File: src/include/rtcbt_cfg.svh
// Constants for the bus-timeout, oscillator-stop and square-wave block.
// Assumes the system clock runs at 200 MHz; included by the package.
`ifndef RTCBT_CFG_SVH
`define RTCBT_CFG_SVH

// ----------------------------------------------------------------------
// Clock and counter widths
// ----------------------------------------------------------------------
`define RTCBT_CLK_MHZ 200
`define RTCBT_CNT_W 25
`define RTCBT_DIV_W 15

// ----------------------------------------------------------------------
// Times in their own units
// ----------------------------------------------------------------------
`define RTCBT_TIMEOUT_MIN_MS 25
`define RTCBT_TIMEOUT_MAX_MS 35
`define RTCBT_OSF_DELAY_MS 100
`define RTCBT_OSC_DEAD_US 100

// ----------------------------------------------------------------------
// Derived cycle counts at the system clock
// ----------------------------------------------------------------------
`define RTCBT_TIMEOUT_CYC (`RTCBT_TIMEOUT_MIN_MS * `RTCBT_CLK_MHZ * 1000)
`define RTCBT_OSF_CYC (`RTCBT_OSF_DELAY_MS * `RTCBT_CLK_MHZ * 1000)
`define RTCBT_OSC_DEAD_CYC (`RTCBT_OSC_DEAD_US * `RTCBT_CLK_MHZ)

// ----------------------------------------------------------------------
// Rate select encoding {rate_sel_hi, rate_sel_lo}
// ----------------------------------------------------------------------
`define RTCBT_RATE_1HZ 2'h0
`define RTCBT_RATE_4KHZ 2'h1
`define RTCBT_RATE_8KHZ 2'h2
`define RTCBT_RATE_32KHZ 2'h3

// ----------------------------------------------------------------------
// Divider taps (divider counts source rising edges)
// ----------------------------------------------------------------------
`define RTCBT_TAP_4KHZ 2
`define RTCBT_TAP_8KHZ 1
`define RTCBT_TAP_1HZ 14
`define RTCBT_DIV_LAST 15'h7fff

`endif

File: src/include/rtcbt_pkg.sv
// Types shared by the bus-timeout / square-wave block and its synchroniser.
// Assumes rtcbt_cfg.svh is on the include path.
`include "rtcbt_cfg.svh"

package rtcbt_pkg;

	// ------------------------------------------------------------------
	// Control bits from the register logic
	// ------------------------------------------------------------------
	typedef struct packed {
		logic osc_halt;
		logic ext_clk_select;
		logic sqw_out_enable;
		logic rate_sel_hi;
		logic rate_sel_lo;
		logic battery_sqw_enable;
	} rtcbt_ctrl_type;

	// ------------------------------------------------------------------
	// Timeout watcher states
	// ------------------------------------------------------------------
	typedef enum logic [1:0] {
		TO_IDLE,
		TO_COUNT,
		TO_STUCK
	} rtcbt_to_state_type;

	// ------------------------------------------------------------------
	// Synchroniser state
	// ------------------------------------------------------------------
	typedef struct packed {
		logic ff1;
		logic ff2;
		logic ff3;
		logic level;
	} rtcbt_sync_type;

	// ------------------------------------------------------------------
	// Main block state
	// ------------------------------------------------------------------
	typedef struct packed {
		rtcbt_to_state_type to_state;
		logic [`RTCBT_CNT_W-1:0] to_cnt;
		logic [`RTCBT_CNT_W-1:0] dead_cnt;
		logic [`RTCBT_CNT_W-1:0] stop_cnt;
		logic [`RTCBT_DIV_W-1:0] div;
		logic osc_run;
		logic osc_stopped_flag;
		logic xtal_q;
		logic src_q;
		logic tick;
		logic bus_rst;
		logic sda_oe;
		logic sda_o;
		logic wave_oe;
		logic wave_o;
	} rtcbt_state_type;

endpackage

File: src/design/rtcbt_sync.sv
// Three-stage synchroniser for a level arriving from outside the clock.
// Assumes a free-running clock_in; output changes once stages 2 and 3 agree.
`timescale 1ns/1ps

module rtcbt_sync
	import rtcbt_pkg::*;
(
	input wire logic clock_in,
	input wire logic arst_n_in,
	input wire logic async_in,
	output logic level_out
);

	rtcbt_sync_type s_r;
	rtcbt_sync_type s_nxt;

	always_comb begin
		s_nxt = s_r;
		s_nxt.ff1 = async_in;
		s_nxt.ff2 = s_r.ff1;
		s_nxt.ff3 = s_r.ff2;
		if (s_r.ff2 == s_r.ff3) begin
			s_nxt.level = s_r.ff3;
		end
	end

	always_ff @(posedge clock_in or negedge arst_n_in) begin
		if (!arst_n_in) begin
			s_r <= '0;
		end else begin
			s_r <= s_nxt;
		end
	end

	assign level_out = s_r.level;

endmodule

File: src/design/rtcbt_top.sv
// Serial-clock stuck-low watchdog, oscillator-stop flag and dual-use
// square-wave / external-clock pin of a serial real-time clock.
// Assumes the two-wire slave logic sits beside it on the same clock and
// obeys bus_reset_out; control bits come from that logic's registers.
//
// Function
// - Reset serial bus interface when serial clock stays low for the timeout.
// - Detect any single serial clock low phase longer than minimum timeout.
// - After maximum timeout of low clock, interface is reset, ready for START.
// - On stuck-low clock, release the serial data line to its pull-up.
// - Timeout detection only while oscillator runs; none when stopped.
// - Set oscillator-stopped flag after oscillator stopped for detection delay.
// - Square-wave output offers 1Hz, 4kHz, 8kHz or 32kHz.
// - External-clock select: 0 gives open-drain output, 1 takes external clock.
// - Square wave runs on main supply; on battery only if enabled.
// - Serial data line is only driven low or released.
// - Oscillator-stop detection delay is 100 ms.
// - Halt bit stops the oscillator and with it timeout detection.
`timescale 1ns/1ps

module rtcbt_top
	import rtcbt_pkg::*;
#(
	parameter int unsigned TIMEOUT_CYC = `RTCBT_TIMEOUT_CYC,
	parameter int unsigned OSF_CYC = `RTCBT_OSF_CYC,
	parameter int unsigned OSC_DEAD_CYC = `RTCBT_OSC_DEAD_CYC
)
(
	input wire logic clock_in,
	input wire logic arst_n_in,
	input wire logic scl_in,
	input wire logic xtal_in,
	input wire logic wave_out_clk_in_pin_in,
	input wire logic vcc_good_in,
	input wire rtcbt_ctrl_type ctrl_in,
	input wire logic slave_sda_low_in,
	input wire logic osf_clear_in,
	output logic sda_out,
	output logic sda_oe_out,
	output logic wave_out_clk_in_pin_out,
	output logic wave_out_clk_in_pin_oe_out,
	output logic bus_reset_out,
	output logic osc_running_out,
	output logic osc_stopped_flag_out,
	output logic tick_1hz_out
);

	localparam int CW = `RTCBT_CNT_W;
	localparam logic [`RTCBT_CNT_W-1:0] TO_LAST = CW'(TIMEOUT_CYC - 1);
	localparam logic [`RTCBT_CNT_W-1:0] OSF_LAST = CW'(OSF_CYC - 1);
	localparam logic [`RTCBT_CNT_W-1:0] DEAD_LIM = CW'(OSC_DEAD_CYC);
	localparam logic [`RTCBT_CNT_W-1:0] CNT_ONE = CW'(1);

	// ------------------------------------------------------------------
	// Pin synchronisers
	// ------------------------------------------------------------------
	logic scl_s;
	logic xtal_s;
	logic pin_s;
	logic vcc_s;

	rtcbt_sync u_sync_scl (
		.clock_in(clock_in),
		.arst_n_in(arst_n_in),
		.async_in(scl_in),
		.level_out(scl_s)
	);

	rtcbt_sync u_sync_xtal (
		.clock_in(clock_in),
		.arst_n_in(arst_n_in),
		.async_in(xtal_in),
		.level_out(xtal_s)
	);

	rtcbt_sync u_sync_pin (
		.clock_in(clock_in),
		.arst_n_in(arst_n_in),
		.async_in(wave_out_clk_in_pin_in),
		.level_out(pin_s)
	);

	rtcbt_sync u_sync_vcc (
		.clock_in(clock_in),
		.arst_n_in(arst_n_in),
		.async_in(vcc_good_in),
		.level_out(vcc_s)
	);

	// ------------------------------------------------------------------
	// Next-state logic
	// ------------------------------------------------------------------
	rtcbt_state_type s_r;
	rtcbt_state_type s_nxt;

	always_comb begin
		logic osc_edge;
		logic scl_low;
		logic osf_set;
		logic src;
		logic src_rise;
		logic wave_level;
		logic wave_on;
		osc_edge = 1'b0;
		scl_low = 1'b0;
		osf_set = 1'b0;
		src = 1'b0;
		src_rise = 1'b0;
		wave_level = 1'b0;
		wave_on = 1'b0;

		s_nxt = s_r;
		s_nxt.tick = 1'b0;
		s_nxt.sda_o = 1'b0;
		s_nxt.wave_o = 1'b0;

		// Oscillator activity: halted crystal edges are ignored
		osc_edge = !ctrl_in.osc_halt && (xtal_s != s_r.xtal_q);
		s_nxt.xtal_q = xtal_s;
		if (osc_edge) begin
			s_nxt.dead_cnt = '0;
		end else if (s_r.dead_cnt < DEAD_LIM) begin
			s_nxt.dead_cnt = s_r.dead_cnt + CNT_ONE;
		end
		s_nxt.osc_run = !ctrl_in.osc_halt && (s_nxt.dead_cnt < DEAD_LIM);

		// Oscillator-stop delay and sticky flag; set beats clear
		if (s_r.osc_run) begin
			s_nxt.stop_cnt = '0;
		end else if (s_r.stop_cnt != OSF_LAST) begin
			s_nxt.stop_cnt = s_r.stop_cnt + CNT_ONE;
		end
		osf_set = !s_r.osc_run && (s_r.stop_cnt == OSF_LAST);
		if (osf_clear_in) begin
			s_nxt.osc_stopped_flag = 1'b0;
		end
		if (osf_set) begin
			s_nxt.osc_stopped_flag = 1'b1;
		end

		// Serial clock stuck-low watchdog
		scl_low = !scl_s;
		case (s_r.to_state)
			TO_IDLE: begin
				s_nxt.to_cnt = '0;
				if (scl_low && s_r.osc_run) begin
					s_nxt.to_state = TO_COUNT;
				end
			end
			TO_COUNT: begin
				if (!scl_low || !s_r.osc_run) begin
					s_nxt.to_state = TO_IDLE;
					s_nxt.to_cnt = '0;
				end else if (s_r.to_cnt == TO_LAST) begin
					s_nxt.to_state = TO_STUCK;
				end else begin
					s_nxt.to_cnt = s_r.to_cnt + CNT_ONE;
				end
			end
			TO_STUCK: begin
				// Held in reset until the clock rises again or the oscillator stops
				if (!scl_low || !s_r.osc_run) begin
					s_nxt.to_state = TO_IDLE;
					s_nxt.to_cnt = '0;
				end
			end
			default: begin
				s_nxt.to_state = TO_IDLE;
				s_nxt.to_cnt = '0;
			end
		endcase
		s_nxt.bus_rst = (s_nxt.to_state == TO_STUCK);
		s_nxt.sda_oe = slave_sda_low_in && (s_nxt.to_state != TO_STUCK);

		// Timekeeping source: crystal or external clock on the pin
		src = ctrl_in.ext_clk_select ? pin_s : (xtal_s && !ctrl_in.osc_halt);
		src_rise = src && !s_r.src_q;
		s_nxt.src_q = src;
		if (src_rise) begin
			s_nxt.div = s_r.div + `RTCBT_DIV_W'(1);
			if (s_r.div == `RTCBT_DIV_LAST) begin
				s_nxt.tick = 1'b1;
			end
		end

		// Square-wave rate select
		case ({ctrl_in.rate_sel_hi, ctrl_in.rate_sel_lo})
			`RTCBT_RATE_1HZ: wave_level = s_r.div[`RTCBT_TAP_1HZ];
			`RTCBT_RATE_4KHZ: wave_level = s_r.div[`RTCBT_TAP_4KHZ];
			`RTCBT_RATE_8KHZ: wave_level = s_r.div[`RTCBT_TAP_8KHZ];
			`RTCBT_RATE_32KHZ: wave_level = s_r.src_q;
			default: wave_level = 1'b1;
		endcase

		// Open-drain output only in output mode, gated by supply domain
		wave_on = ctrl_in.sqw_out_enable && !ctrl_in.ext_clk_select && s_r.osc_run
			&& (vcc_s || ctrl_in.battery_sqw_enable);
		s_nxt.wave_oe = wave_on && !wave_level;
	end

	// ------------------------------------------------------------------
	// State register
	// ------------------------------------------------------------------
	always_ff @(posedge clock_in or negedge arst_n_in) begin
		if (!arst_n_in) begin
			s_r <= '{to_state: TO_IDLE, default: '0};
		end else begin
			s_r <= s_nxt;
		end
	end

	// ------------------------------------------------------------------
	// Outputs, all straight from the state register
	// ------------------------------------------------------------------
	assign sda_out = s_r.sda_o;
	assign sda_oe_out = s_r.sda_oe;
	assign wave_out_clk_in_pin_out = s_r.wave_o;
	assign wave_out_clk_in_pin_oe_out = s_r.wave_oe;
	assign bus_reset_out = s_r.bus_rst;
	assign osc_running_out = s_r.osc_run;
	assign osc_stopped_flag_out = s_r.osc_stopped_flag;
	assign tick_1hz_out = s_r.tick;

endmodule

File: config.mk
export PLATFORM = sky130hd
export DESIGN_NAME = rtcbt_top
export DESIGN_NICKNAME = d
export VERILOG_FILES = /design/src/include/rtcbt_pkg.sv /design/src/design/rtcbt_sync.sv /design/src/design/rtcbt_top.sv
export VERILOG_INCLUDE_DIRS = /design/src /design/src/include
export SDC_FILE = /design/constraint.sdc
export NUM_CORES = 1
export LEC_CHECK = 0
export BUFFER_PORTS_ARGS = -buffer_cell sky130_fd_sc_hd__buf_2
export CAP_MARGIN = 20
export CORE_MARGIN = 2
export CORE_UTILIZATION = 35
export CTS_BUF_LIST = sky130_fd_sc_hd__clkbuf_8
export CTS_CLUSTER_SIZE = 10
export DETAILED_ROUTE_END_ITERATION = 10
export PLACE_DENSITY_LB_ADDON = 0.05
export REMOVE_ABC_BUFFERS = 1
export SKIP_CTS_REPAIR_TIMING = 1
export SLEW_MARGIN = 5
export SYNTH_ARGS = -nofsm -noshare
export SYNTH_HDL_FRONTEND = slang
export SYNTH_SLANG_ARGS = --single-unit
File: constraint.sdc
create_clock -name clock_in -period 5.4 [get_ports clock_in]
set_clock_uncertainty 0.15 [all_clocks]
set_input_delay 1.08 -clock clock_in [delete_from_list [all_inputs] [get_ports clock_in]]
set_output_delay 1.08 -clock clock_in [all_outputs]
set_load 0.01 [all_outputs]
==> impl_metrics.tcl <==
set metrics [dict create \
    outcome "finished, final reports clean" \
    hold_class "flip-flop to flip-flop" \
    vias 3991 \
    ys_top_cells_by_area "dfrtp_1 (53%), nor2_1 (4.5%), xnor2_1 (4.0%), nand2_1 (3.4%), o21ai_0 (3.2%)" \
    dp_hpwl_um 7199 \
    fin_tns_setup_ns 0 \
    diodes 0 \
    clkLatencyLatePin_ns 0.44 \
    stdcell_count 784 \
    antenna_left 0 \
    antenna_found_initial 0 \
    worstSetupPathType "flip-flop to flip-flop" \
    drt_iter0_markers 245 \
    final_layout_size_suffix_gt1_share_pct 13.26 \
    slew_headroom_pct 30.56 \
    cpMaxStageDelayCell "o21ba_1" \
    place_congestion 0.7368 \
    clock_sinks 116 \
    ys_ff_latch 116 \
    seq_area_frac_synth_pct 53.08 \
    drtPass1Iterations 4 \
    powerDensity_nw_per_um2 303.4 \
    crit_buf_inv 0 \
    synth-edff-count 0 \
    yosys.area.top_type "dfrtp_1" \
    yosysWarningCount 0 \
    period_share_pct 52.49 \
    grt.overflow.total 0 \
    vias_per_cell 5.091 \
    leakagePower_nw 2.592 \
    clock-root-buffer "clkbuf_8" \
    grtUsageTotal_pct 14.99 \
    worst_ep_arrival_time_ns 3.01 \
    start_util_pct 35.84 \
    rsz0062_at_grt "false" \
    setup_violations 0 \
    end_kind "flip-flop" \
    path_delay_family "compound AO/OA/AOI/OAI gates" \
    wire_per_inst_um 14.04 \
    syn_to_final_growth_pct 12.15 \
    fillers 1503 \
    grt_pass1_wl_um 19590 \
    nNetsFinal 578 \
    drt_wl_total_um 11010 \
    clk_pin_slew_ns 0.08 \
    synthTopCellsByCount "dfrtp_1 (116), nor2_1 (65), nand2_1 (50), o21ai_0 (35), xnor2_1 (25)" \
    numPortBuffers 19 \
    grt_max_degree 53 \
    max_freq_mhz 352.8 \
    dp_slack_ns 2.390 \
    avgSynthCellArea_um2 10.18 \
    worstMarginPinSlew_ns 1.035 \
    worstPathMaxFanout 28 \
    core_area_um2 15260 \
    reg2reg_slack_ns 2.57 \
    num_rows 45 \
    synth_most_common_cell "dfrtp_1" \
    chipHeight_um 129 \
    worst_hold_slack_ns 0.1989 \
    dieWidth_um 129 \
    cap_violations 0 \
    cp_data_required_time_ns 5.58 \
    syn_inst 537 \
    cts_buffer_depth 2 \
    numPlacedInstances 752 \
    syn_area_um2 5469 \
    drcViolationCount 0 \
    async_flop_share_pct 100.0 \
    setup_slack_ns 2.565 \
    report.final.slew_viol_count 0 \
    ir_worst_vdd_v 0.0001383 \
    worstSetupStartpointType "flip-flop" \
    pin_count 22 \
    cts_inserted_buffers 17 \
    htree_levels 4 \
    grt_pass1_vias 3983 \
    period_needed_ns 2.835 \
    ys.flop_type "dfrtp_1" \
    yosysUniqueCellTypes 63 \
    crit_chain "nor4_1 > nand3_1 > nor4_4 > o21ba_1 > o21ai_0 > o41ai_1" \
    yosysTopAreaCellShare_pct 53.08 \
    hold_violations 0 \
    die-area_um2 16640 \
    cp_slowest_stage_delay_ns 0.85 \
    cts_tree "built" \
    p_total_mw 1.861 \
]
where the power goes:
part	internal, mW	total, mW	switching (mW)	leakage [nW]
Clock	0.375	0.773	0.398	0.198
Sequential	0.913	0.954	0.0405	1.56
Combinational	0.0581	0.134	0.0761	0.836
Total	1.35	1.86	0.515	2.59
layer usage:
metal	wire [µm]	part of all wire, %	track usage [%]	up-vias
met5	0	0	0	-
met2	5143	47	23.44	41
li1	-	-	-	1956
met3	340	3.1	4.699	9
met1	5402	49	19.96	1985
met4	123	1.1	4.795	0
flip-flops by register name, indices dropped and copies added, names as in the netlist:
name / flops
s_r: 94
u_sync_pin.s_nxt: 2
u_sync_scl.s_nxt: 2
u_sync_vcc.s_nxt: 2
u_sync_xtal.s_nxt: 2
bus_reset_out: 1
osc_running_out: 1
osc_stopped_flag_out: 1
sda_oe_out: 1
tick_1hz_out: 1
u_sync_pin.level_out: 1
u_sync_pin.s_r: 1
u_sync_scl.level_out: 1
u_sync_scl.s_r: 1
u_sync_vcc.level_out: 1
u_sync_vcc.s_r: 1
u_sync_xtal.level_out: 1
u_sync_xtal.s_r: 1
wave_out_clk_in_pin_oe_out: 1
cell type report:
type / count / area (µm²) / share of cell area [%]
timing repair buffer: 24 / 135.1 / 2.203
inverter: 5 / 18.77 / 0.3060
multi-input combinational: 396 / 2435 / 39.70
clock buffer: 17 / 234.0 / 3.815
clock inverter: 15 / 143.9 / 2.346
sequential: 116 / 2903 / 47.33
tap: 211 / 264.0 / 4.304
through the flow:
stage	util (%)	cell area (µm²)
after floorplan	-	5356
after global placement	37.72	5756
after detailed placement	37.72	5756
after CTS	40.20	6133
after global routing	40.20	6133
final	40.20	6133
cells in the final DEF, fill, tap and decap left out, types with 10 or more instances in the layout:
cell type and count:
dfrtp_1 116, nor2_1 65, nand2_1 50, o21ai_0 35
xnor2_1 25, nand3_1 21, xor2_1 19, nor3_1 19
buf_2 18, clkbuf_8 17, nand4_1 16, and3_1 14
and2_1 12, a21oi_1 10, o31ai_1 10
cells by family after synthesis:
family / after synthesis / synth area share, %
flip-flops: 116 / 53.08
multiplexers: 4 / 0.9837
buffers and inverters: 26 / 2.471
adder cells (fa/ha/maj): 8 / 1.647
AND/OR/NAND/NOR: 252 / 25.14
XOR/XNOR: 44 / 7.046
other: 1 / 0.06857
AO/OA/AOI/OAI: 86 / 9.563
worst paths after layout:
path                                                     from                            end  cells after the start
min in group asynchronous                           arst_n_in            s_r[53]$_DFFE_PN0P_                      1
worst min register to register  u_sync_scl.s_nxt[2]$_DFF_PN0_  u_sync_scl.s_nxt[1]$_DFF_PN0_                      0
worst max-delay path                      s_r[95]$_DFFE_PN0P_            s_r[92]$_DFFE_PN0P_                      6
worst min-delay path            u_sync_scl.s_nxt[2]$_DFF_PN0_  u_sync_scl.s_nxt[1]$_DFF_PN0_                      0
worst max register to register            s_r[95]$_DFFE_PN0P_            s_r[92]$_DFFE_PN0P_                      6
max in group asynchronous                           arst_n_in              s_r[61]$_DFF_PN0_                      2
Note: power is estimated with default switching activity, not from simulation.
